--- src/pkg/crss_pkg.sv ---
// Package with constants and carrier types for the converter start-up and restart sequencer.
//
// Overview of operation
// Charging generator runs only while bulk voltage is above the start level.
// Full charge current on normal start-up, reduced current during auto-restart.
// At supply turn-on level, start switching and stop charging.
// Gate is held low while supply lockout holds.
// Before demag detection is armed, turn on at the fixed starter rate; the starter divides the oscillator by 4 in start-up and by 8 after it.
// Once armed, demag detection times turn-on; oscillator only limits frequency.
// Every start-up attempt and every restart runs a fresh start-up phase.
// Start-up phase length is counted in controller clocks, not switching cycles.
// Drain current ceiling ramps to maximum over 3.5 ms or 4.2 ms.
// Overload guard is disabled in start-up, enabled after the counter expires.
// Below supply turn-off level, stop switching and inhibit any restart.
// After a protection trips, stop; recharge with reduced current below restart level.
// In auto-restart, reaching turn-on level restarts with a new start-up phase.
// All faults are handled by slow automatic restart.
// Ceiling set-point can be lowered by a setting sensed on the demag pin.
// Phases are distinct one-hot states, exactly one active.
// Gate drive stops within one clock after any fault flag asserts; in the code an overload during start-up is masked and leaves the gate running.
package crss_pkg;

  // ****************************************************************
  // Timing
  // ****************************************************************
  localparam int CLK_MHZ          = 200;
  localparam int STARTUP_TIME_US  = 5000;
  localparam int RAMP_TIME_L_US   = 3500;
  localparam int RAMP_TIME_H_US   = 4200;
  localparam int OSC_LIM_L_KHZ    = 136;
  localparam int OSC_LIM_H_KHZ    = 225;
  localparam int STARTUP_CYC      = STARTUP_TIME_US * CLK_MHZ;
  localparam int RAMP_L_CYC       = RAMP_TIME_L_US * CLK_MHZ;
  localparam int RAMP_H_CYC       = RAMP_TIME_H_US * CLK_MHZ;
  // Shortest oscillator period rounds up so the frequency limit is never exceeded.
  localparam int OSC_L_CYC        = (CLK_MHZ * 1000 + OSC_LIM_L_KHZ - 1) / OSC_LIM_L_KHZ;
  localparam int OSC_H_CYC        = (CLK_MHZ * 1000 + OSC_LIM_H_KHZ - 1) / OSC_LIM_H_KHZ;
  localparam int STARTER_DIV_SU   = 4;
  localparam int STARTER_DIV_RUN  = 8;

  // ****************************************************************
  // Widths and levels
  // ****************************************************************
  localparam int        CNT_W       = 24;
  localparam int        OSC_W       = 12;
  localparam int        CEIL_W      = 8;
  localparam logic [7:0] CEIL_MIN   = 8'h00;
  localparam logic [7:0] CEIL_MAX   = 8'hFF;
  localparam logic [7:0] CEIL_LOW   = 8'hC0;
  localparam int        SYNC_STAGES = 2;

  // ****************************************************************
  // Types
  // ****************************************************************
  typedef enum logic [5:0] {
    ST_LOCKOUT   = 6'h01,
    ST_CHARGE    = 6'h02,
    ST_STARTUP   = 6'h04,
    ST_REGULATE  = 6'h08,
    ST_FAULT     = 6'h10,
    ST_PWR_DOWN  = 6'h20
  } crss_state_t;

  typedef struct packed {
    logic bulk_ok;
    logic supply_on;
    logic supply_off;
    logic supply_restart;
    logic demag_armed;
    logic demag_trig;
    logic peak_reached;
    logic overload;
    logic fault_trip;
    logic limit_reduce;
    logic freq_high;
  } crss_pins_t;

  typedef struct packed {
    logic charge_en;
    logic charge_reduced;
    logic gate_on;
    logic guard_en;
    logic startup_active;
  } crss_drive_t;

endpackage

--- src/rtl/crss_sequencer.sv ---
// Start-up, soft-start, starter switching and auto-restart sequencer of the converter controller.
`timescale 1ns/1ps
module crss_sequencer #(
  parameter int STARTUP_CYCLES = crss_pkg::STARTUP_CYC,
  parameter int RAMP_L_CYCLES  = crss_pkg::RAMP_L_CYC,
  parameter int RAMP_H_CYCLES  = crss_pkg::RAMP_H_CYC
) (
  // Clock and reset
  input  wire logic                            clock,
  input  wire logic                            reset,
  // Comparator and pin levels, asynchronous
  input  wire crss_pkg::crss_pins_t            pins_in,
  // Control outputs
  output crss_pkg::crss_drive_t                drive,
  output logic [crss_pkg::CEIL_W-1:0]          drain_current_ceiling,
  output crss_pkg::crss_state_t                phase
);
  import crss_pkg::*;

  localparam int RAMP_STEP_L = RAMP_L_CYCLES / int'(CEIL_MAX);
  localparam int RAMP_STEP_H = RAMP_H_CYCLES / int'(CEIL_MAX);

  // ****************************************************************
  // Input synchronisation
  // ****************************************************************
  crss_pins_t pins;
  logic [$bits(crss_pins_t)-1:0] pins_vec;

  crss_sync #(.W($bits(crss_pins_t))) u_sync (
    .clock    (clock),
    .reset    (reset),
    .async_in (pins_in),
    .sync_out (pins_vec)
  );
  assign pins = crss_pins_t'(pins_vec);

  // ****************************************************************
  // Phase sequencer
  // ****************************************************************
  crss_state_t             state_reg,   state_next;
  logic                    restart_reg, restart_next;
  logic                    high_reg,    high_next;
  logic [CNT_W-1:0]        su_cnt_reg,  su_cnt_next;
  logic                    su_done;
  logic                    any_fault;

  assign su_done   = (su_cnt_reg == CNT_W'(STARTUP_CYCLES - 1));
  // The guard only counts as a fault once enabled, so start-up overloads are masked.
  assign any_fault = pins.fault_trip | (pins.overload & drive.guard_en);

  always_comb begin
    state_next   = state_reg;
    restart_next = restart_reg;
    high_next    = high_reg;
    su_cnt_next  = su_cnt_reg;
    unique case (state_reg)
      ST_LOCKOUT: begin
        restart_next = 1'b0;
        high_next    = pins.freq_high;
        if (pins.bulk_ok) state_next = ST_CHARGE;
      end
      ST_CHARGE: begin
        su_cnt_next = '0;
        if (pins.supply_on) state_next = ST_STARTUP;
      end
      ST_STARTUP: begin
        su_cnt_next = su_cnt_reg + CNT_W'(1);
        if (pins.supply_off) state_next = ST_PWR_DOWN;
        else if (any_fault) state_next = ST_FAULT;
        else if (su_done) state_next = ST_REGULATE;
      end
      ST_REGULATE: begin
        if (pins.supply_off) state_next = ST_PWR_DOWN;
        else if (any_fault) state_next = ST_FAULT;
      end
      ST_FAULT: begin
        restart_next = 1'b1;
        if (pins.supply_restart && pins.bulk_ok) state_next = ST_CHARGE;
      end
      ST_PWR_DOWN: begin
        // Only removal of the bulk supply re-arms the sequence, so the output decays monotonically.
        if (!pins.bulk_ok) state_next = ST_LOCKOUT;
      end
      default: state_next = ST_LOCKOUT;
    endcase
  end

  always_ff @(posedge clock or posedge reset) begin
    if (reset) begin
      state_reg   <= ST_LOCKOUT;
      restart_reg <= 1'b0;
      high_reg    <= 1'b0;
      su_cnt_reg  <= '0;
    end else begin
      state_reg   <= state_next;
      restart_reg <= restart_next;
      high_reg    <= high_next;
      su_cnt_reg  <= su_cnt_next;
    end
  end

  // ****************************************************************
  // Soft-start ramp of the drain current ceiling
  // ****************************************************************
  logic [CNT_W-1:0]  step_reg,  step_next;
  logic [CEIL_W-1:0] level_reg, level_next;
  logic [CEIL_W-1:0] cap;
  logic [CEIL_W-1:0] ceil_next;
  logic [CNT_W-1:0]  step_end;

  assign step_end = high_reg ? CNT_W'(RAMP_STEP_H - 1) : CNT_W'(RAMP_STEP_L - 1);
  assign cap      = pins.limit_reduce ? CEIL_LOW : CEIL_MAX;

  always_comb begin
    step_next  = step_reg;
    level_next = level_reg;
    if (state_reg == ST_CHARGE) begin
      step_next  = '0;
      level_next = CEIL_MIN;
    end else if (level_reg != CEIL_MAX) begin
      if (step_reg == step_end) begin
        step_next  = '0;
        level_next = level_reg + CEIL_W'(1);
      end else begin
        step_next  = step_reg + CNT_W'(1);
      end
    end
    ceil_next = (level_reg < cap) ? level_reg : cap;
  end

  always_ff @(posedge clock or posedge reset) begin
    if (reset) begin
      step_reg              <= '0;
      level_reg             <= CEIL_MIN;
      drain_current_ceiling <= CEIL_MIN;
    end else begin
      step_reg              <= step_next;
      level_reg             <= level_next;
      drain_current_ceiling <= ceil_next;
    end
  end

  // ****************************************************************
  // Gate timing: starter oscillator and demag-driven turn-on
  // ****************************************************************
  logic [OSC_W-1:0] osc_reg,   osc_next;
  logic             osc_ok_reg, osc_ok_next;
  logic [2:0]       star_reg,  star_next;
  logic             lock_reg,  lock_next;
  logic             trig_d_reg;
  logic             osc_wrap, starter_tick, demag_fall, turn_on, switching;
  logic [OSC_W-1:0] osc_end;
  logic [2:0]       star_end;
  crss_drive_t      drive_next;

  assign osc_end      = high_reg ? OSC_W'(OSC_H_CYC - 1) : OSC_W'(OSC_L_CYC - 1);
  assign star_end     = (state_reg == ST_STARTUP) ? 3'(STARTER_DIV_SU - 1) : 3'(STARTER_DIV_RUN - 1);
  assign osc_wrap     = (osc_reg == osc_end);
  assign starter_tick = osc_wrap && (star_reg == star_end);
  assign demag_fall   = trig_d_reg & ~pins.demag_trig;
  assign switching    = ((state_reg == ST_STARTUP) || (state_reg == ST_REGULATE)) &&
                        (state_next == state_reg || state_next == ST_REGULATE) &&
                        !pins.supply_off && !any_fault;
  assign turn_on      = lock_reg ? (demag_fall && osc_ok_reg) : starter_tick;

  always_comb begin
    osc_next    = osc_wrap ? '0 : osc_reg + OSC_W'(1);
    osc_ok_next = osc_ok_reg | osc_wrap;
    star_next   = osc_wrap ? star_reg + 3'(1) : star_reg;
    lock_next   = lock_reg | (switching & pins.demag_armed);
    if (state_reg == ST_CHARGE) lock_next = 1'b0;
    if (!drive.gate_on && turn_on) begin
      osc_next    = '0;
      osc_ok_next = 1'b0;
      star_next   = '0;
    end
    drive_next.gate_on        = switching &&
                                (drive.gate_on ? !(pins.peak_reached || osc_wrap) : turn_on);
    drive_next.charge_en      = (state_reg == ST_CHARGE) && pins.bulk_ok;
    drive_next.charge_reduced = restart_reg;
    drive_next.guard_en       = (state_next == ST_REGULATE);
    drive_next.startup_active = (state_next == ST_STARTUP);
  end

  always_ff @(posedge clock or posedge reset) begin
    if (reset) begin
      osc_reg    <= '0;
      osc_ok_reg <= 1'b0;
      star_reg   <= '0;
      lock_reg   <= 1'b0;
      trig_d_reg <= 1'b0;
      drive      <= '0;
    end else begin
      osc_reg    <= osc_next;
      osc_ok_reg <= osc_ok_next;
      star_reg   <= star_next;
      lock_reg   <= lock_next;
      trig_d_reg <= pins.demag_trig;
      drive      <= drive_next;
    end
  end

  assign phase = state_reg;
endmodule

--- src/rtl/crss_sync.sv ---
// Two-stage synchroniser for a vector of asynchronous comparator levels.
`timescale 1ns/1ps
module crss_sync #(
  parameter int W = 1
) (
  // Clock and reset
  input  wire logic         clock,
  input  wire logic         reset,
  // Levels
  input  wire logic [W-1:0] async_in,
  output logic      [W-1:0] sync_out
);

  logic [W-1:0] meta_reg;
  logic [W-1:0] meta_next;
  logic [W-1:0] sync_next;

  always_comb begin
    meta_next = async_in;
    sync_next = meta_reg;
  end

  always_ff @(posedge clock or posedge reset) begin
    if (reset) begin
      meta_reg <= '0;
      sync_out <= '0;
    end else begin
      meta_reg <= meta_next;
      sync_out <= sync_next;
    end
  end

endmodule

--- config.mk ---
export PLATFORM = sky130hd
export DESIGN_NAME = crss_sequencer
export DESIGN_NICKNAME = d
export VERILOG_FILES = /design/src/pkg/crss_pkg.sv /design/src/rtl/crss_sequencer.sv /design/src/rtl/crss_sync.sv
export SDC_FILE = /design/constraint.sdc
export NUM_CORES = 1
export LEC_CHECK = 0
export ABC_CLOCK_PERIOD_IN_PS = 6000
export BUFFER_PORTS_ARGS = -buffer_cell sky130_fd_sc_hd__buf_2
export CAP_MARGIN = 30
export CORE_MARGIN = 5
export CORE_UTILIZATION = 60
export CTS_CLUSTER_SIZE = 24
export DETAILED_ROUTE_END_ITERATION = 10
export GPL_ROUTABILITY_DRIVEN = 0
export PLACE_DENSITY = 0.79
export SYNTH_ARGS = -nofsm -noshare
export SYNTH_HDL_FRONTEND = slang
export SYNTH_SLANG_ARGS = --single-unit
--- constraint.sdc ---
create_clock -name clock -period 6 [get_ports clock]
set_clock_uncertainty 0.15 [all_clocks]
set_input_delay 1.5 -clock clock [delete_from_list [all_inputs] [get_ports clock]]
set_output_delay 1.5 -clock clock [all_outputs]
set_load 0.05 [all_outputs]
* Word-level counts from Yosys, hierarchy flattened
Cells that the tools add are included.
Operators by class: add/sub/neg operators 5, order comparisons 1, equal/unequal tests 14, mux-type cells 31, bitwise logic cells 7, reduce and logical (&&, ||, !) cells 22
Operators with widths (number):
- $mux W24 | 3
- $mux W6 | 10
- $add A24 B1 Y24 const B | 2
- $pmux W24 S2 | 1
- $pmux W6 S6 | 1
- $mux W8 | 4
- $eq A24 B12 Y1 | 1
- $eq A24 B20 Y1 const B | 1
- $mux W12 | 2
- $mux W11 | 2
- $add A12 B1 Y12 const B | 1
- $eq A12 B11 Y1 | 1
- $eq A6 B3 Y1 const B | 2
- $eq A6 B4 Y1 const B | 2
- $reduce_bool A2 Y1 | 5
- $logic_and A1 B1 Y1 | 9
- $mux W3 | 3
- $add A8 B1 Y8 const B | 1
- $lt A8 B8 Y1 | 1
- $ne A8 B8 Y1 const B | 1
- $eq A6 B1 Y1 const B | 1
- $eq A6 B2 Y1 const B | 1
- $eq A6 B5 Y1 const B | 1
- $eq A6 B6 Y1 | 1
- other kinds (11) | 23
Storage, ports and cells: flip-flop bits (word level) 117, input port bits 13

* Depth between registers and ports, before layout
depth after elaboration 13, gate-level depth with buffers 7, gate-level depth less buffers 6

* Cells and area by module
From an unflattened synthesis, not the netlist that was laid out.
Second synthesis, totals: cell total of the unflattened synthesis 523, area, all modules 5466.5 um2
By module, submodules not included:
- crss_sequencer | instances 1, cells each 500, area an instance 4912.2 um2
- crss_sync | instances 1, cells each 23, area an instance 554.3 um2

* Worst setup path after synthesis
Ideal clock, no wire load.
path type register to register, start point register state_reg[4], in the netlist phase[4], end point register su_cnt_reg[19], library setup time 0.079 ns, data arrival time 2.276 ns, data required time 5.771 ns, path slack 3.494 ns, cell stages (with the launch flop) 6, buffers on the path 0, period minus slack after synthesis 2.506 ns, cells stage by stage dfrtp_1 > or4_4 > nor4_4 > nand4_4 > nor3_2 > mux2i_1
On the way: longest elaborated chain between the ends 2, elaborated cells on any way between the ends 4, classes of those cells 2 x eq/ne; 1 x mux; 1 x reduce/logical
Ends and longest elaborated chain:
- start, declared | line crss_sequencer.sv:40 | crss_state_t state_reg, state_next;
- start signal, assigned | line crss_sequencer.sv:95 | state_reg <= state_next;
- $eq A6 B3 Y1 / $eq A6 B2 Y1 (equally long branches) | line crss_sequencer.sv:56 | unique case (state_reg)
- $pmux W24 S2 / $reduce_bool A2 Y1 (equally long branches)
- end signal, assigned | line crss_sequencer.sv:98 | su_cnt_reg <= su_cnt_next;
- end, declared | line crss_sequencer.sv:43 | logic [CNT_W-1:0] su_cnt_reg, su_cnt_next;
Parallel ways exist; a longest one is shown, timed or not. A chain may end at the register's enable or synchronous reset.

* Worst setup path after layout
start point register state_reg[0], in the netlist phase[0], end point output port phase[0]
RTL lines:
- end, declared | line crss_sequencer.sv:16 | output crss_pkg::crss_state_t phase
No word-level cell between the ends.

==> impl_metrics.tcl <==
set metrics [dict create \
    status "finished, final reports clean" \
    nets 583 \
    clock_latency_ns 0.51 \
    syn_nets 543 \
    via_per_inst 6.00 \
    ys_types 52 \
    cts.repair.resized 0 \
    ir_drop_v 0.000280 \
    grt_pass1_wl_um 19000 \
    synth_most_common_cell "dfrtp_1" \
    cts_hold_buf 0 \
    switching_share_pct 29.1 \
    max_freq_mhz 326 \
    max-cap-violations 0 \
    htreeDepth 4 \
    grt_max_degree 57 \
    antenna_found_initial 0 \
    antenna_cells 0 \
    final_cell_count_no_fill 681 \
    yosysTopAreaCell "dfrtp_1" \
    cp.required_ns 4.35 \
    remaining_drc_errors 0 \
    synth_top_area_share_pct 53.6 \
    cts_buffers 17 \
    io_buffers 31 \
    final_util_pct 71.8 \
    synthTopCellsByCount "dfrtp_1 (116), nor2_1 (54), nand2_1 (51)" \
    path_max_fanout 8 \
    seq_power_share_pct 41.6 \
    die_w_um 105 \
    num_vias 4084 \
    power_density_mw_per_mm2 341 \
    cts_buffer_depth 2 \
    track_usage_pct 21.1 \
    holdCritPathClass "flop to flop" \
    die_y_um 105 \
    endpoint_kind "output pin" \
    path_cells "buf_2" \
    final_hold_viol_count 0 \
    start_kind "flop" \
    placed_cell_area_mm2 0.00570 \
    async_flop_share_pct 100 \
    post_cts_buffers 0 \
    dr.pass1.iters 5 \
    coreArea_mm2 0.00876 \
    pin_count 32 \
    grt_setup_unrepaired "no" \
    p_comb_share_pct 12.3 \
    synth_edf_count 0 \
    synth_cells 520 \
    tightest_slew_ns 0.942 \
    avgSynthCellArea_um2 10.4 \
    total_power_uw 2150 \
    slowest_stage "dfstp_2" \
    die_area_mm2 0.0110 \
    worstPathArrival_ns 1.42 \
    nFillCells 591 \
    finalInstanceArea_mm2 0.00629 \
    p_leak_uw 0.00282 \
    drt_wl_total_um 11000 \
    critPathMaxStageDelay_ns 0.61 \
    cpLargestDelayFamily "flip-flops" \
    root_buffer "clkbuf_8" \
    power_switching_uw 626 \
    syn_area_mm2 0.00542 \
    min_period_ns 3.07 \
    seq_area_frac_synth_pct 54.1 \
    intPower_uw 1520 \
    drive_gt1_share_pct 13.8 \
    antenna_left 0 \
    final_max_slew_viol_count 0 \
    hpwl_um 7220 \
    worst-path-buf-inv 1 \
    synth-seq-cells 117 \
    grt-ovfl-total 0 \
    p_clk_share_pct 46.0 \
    clk_pin_slew_worst_paths_ns 0.06 \
    place_inst 649 \
    setup_viol 0 \
    drtIter0Drc 217 \
    start_util_pct 61.8 \
    setup_tns_ns 0 \
    rows 34 \
    ys_warn_count 0 \
    clock-sinks 117 \
    first_global_vias 4095 \
    synth-main-ff-cell "dfrtp_1" \
    slew_headroom_pct 37.0 \
    wire_per_inst_um 16.1 \
    critPathKind "flop to output pin" \
    fin_crit_sh_pct 51.2 \
    cts_tree "built" \
    synth.area.top_cells "dfrtp_1 (54%), xnor2_1 (4.2%), mux2i_1 (3.9%), nor2_1 (3.7%), nand2_1 (3.5%)" \
    area_growth_pct 16.1 \
]
==> path summary, 6_finish.rpt <==
| check | endpoint | cells after the start | start | slack (ns) |
|---|---|---|---|---|
| hold reg to reg | u_sync.sync_out[10] | 0 | u_sync.meta_reg[10] | 0.20 |
| max in group asynchronous | phase[0] | 4 | reset | 3.81 |
| setup / recovery | phase[0] | 1 | phase[0] | 2.93 |
| setup reg to reg | step_reg[4] | 4 | phase[2] | 3.30 |
| min in group asynchronous | u_sync.meta_reg[1] | 2 | reset | 0.82 |
| hold / removal | u_sync.sync_out[10] | 0 | u_sync.meta_reg[10] | 0.20 |
==> stage by stage <==
step	setup WS, ns	hold WS [ns]
detailed placement	3.19	0.185
floorplan	1.25	0.181
global placement	3.00	0.183
finish	2.93	0.197
CTS	2.92	0.201
global route	2.87	0.211
==> layout by cell type (no fill, tap or decap), types with 4 or more instances in the layout <==
| master | n |
|---|---|
| buf_2 | 31 |
| inv_1 | 17 |
| nor4_1 | 14 |
| nand2_1 | 51 |
| o31ai_1 | 9 |
| o21a_1 | 5 |
| nor2_1 | 54 |
| nor3_1 | 12 |
| nor4b_1 | 9 |
| and3_1 | 9 |
| and4_1 | 5 |
| or4_1 | 4 |
| nor3b_1 | 4 |
| nand3b_1 | 4 |
| o21ai_0 | 20 |
| xnor2_1 | 26 |
| inv_6 | 5 |
| nand3_1 | 28 |
| dfrtp_1 | 116 |
| xor2_1 | 5 |
| nand4_1 | 12 |
| o211ai_1 | 6 |
| mux2i_1 | 21 |
| a21oi_1 | 19 |
| ha_1 | 10 |
| clkbuf_16 | 16 |
==> per-layer routing <==
layer	up-vias	GRT usage (%)	share of wire [%]
li1	1966	-	-
met2	107	34.0	51
met1	1993	26.9	44
met3	18	6.66	4.1
met5	-	0	0
met4	0	7.76	1.7
==> power groups by stage <==
stage / Clock, uW / Sequential [uW] / Combinational [uW]
floorplan: 0 / 922 / 173
global placement: 0 / 902 / 250
detailed placement: 0 / 904 / 262
CTS: 1000 / 892 / 267
global route: 1050 / 902 / 291
finish: 988 / 894 / 265
==> cell families after synthesis <==
kind of cell               synth area share (%)
AOI/OAI and AO/OA                          9.19
xor gates and xnor gates                   5.01
adders and majority gates                  2.31
buffers and inverters                      2.29
DFF                                        54.1
muxes                                      4.09
and+or+nand+nor                            23.0
==> cell type report <==
cell class              instances  area (um2)  area share [%]
inverters                      18        70.1            1.11
well taps                     108         135            2.15
multi-input cells             371        2370            37.7
clock buffers                  17         414            6.58
repair buffers                 35         201            3.20
flip-flops and latches        117        2930            46.6
clock inverters                15         171            2.73
Power figures use the tool's default switching activity.
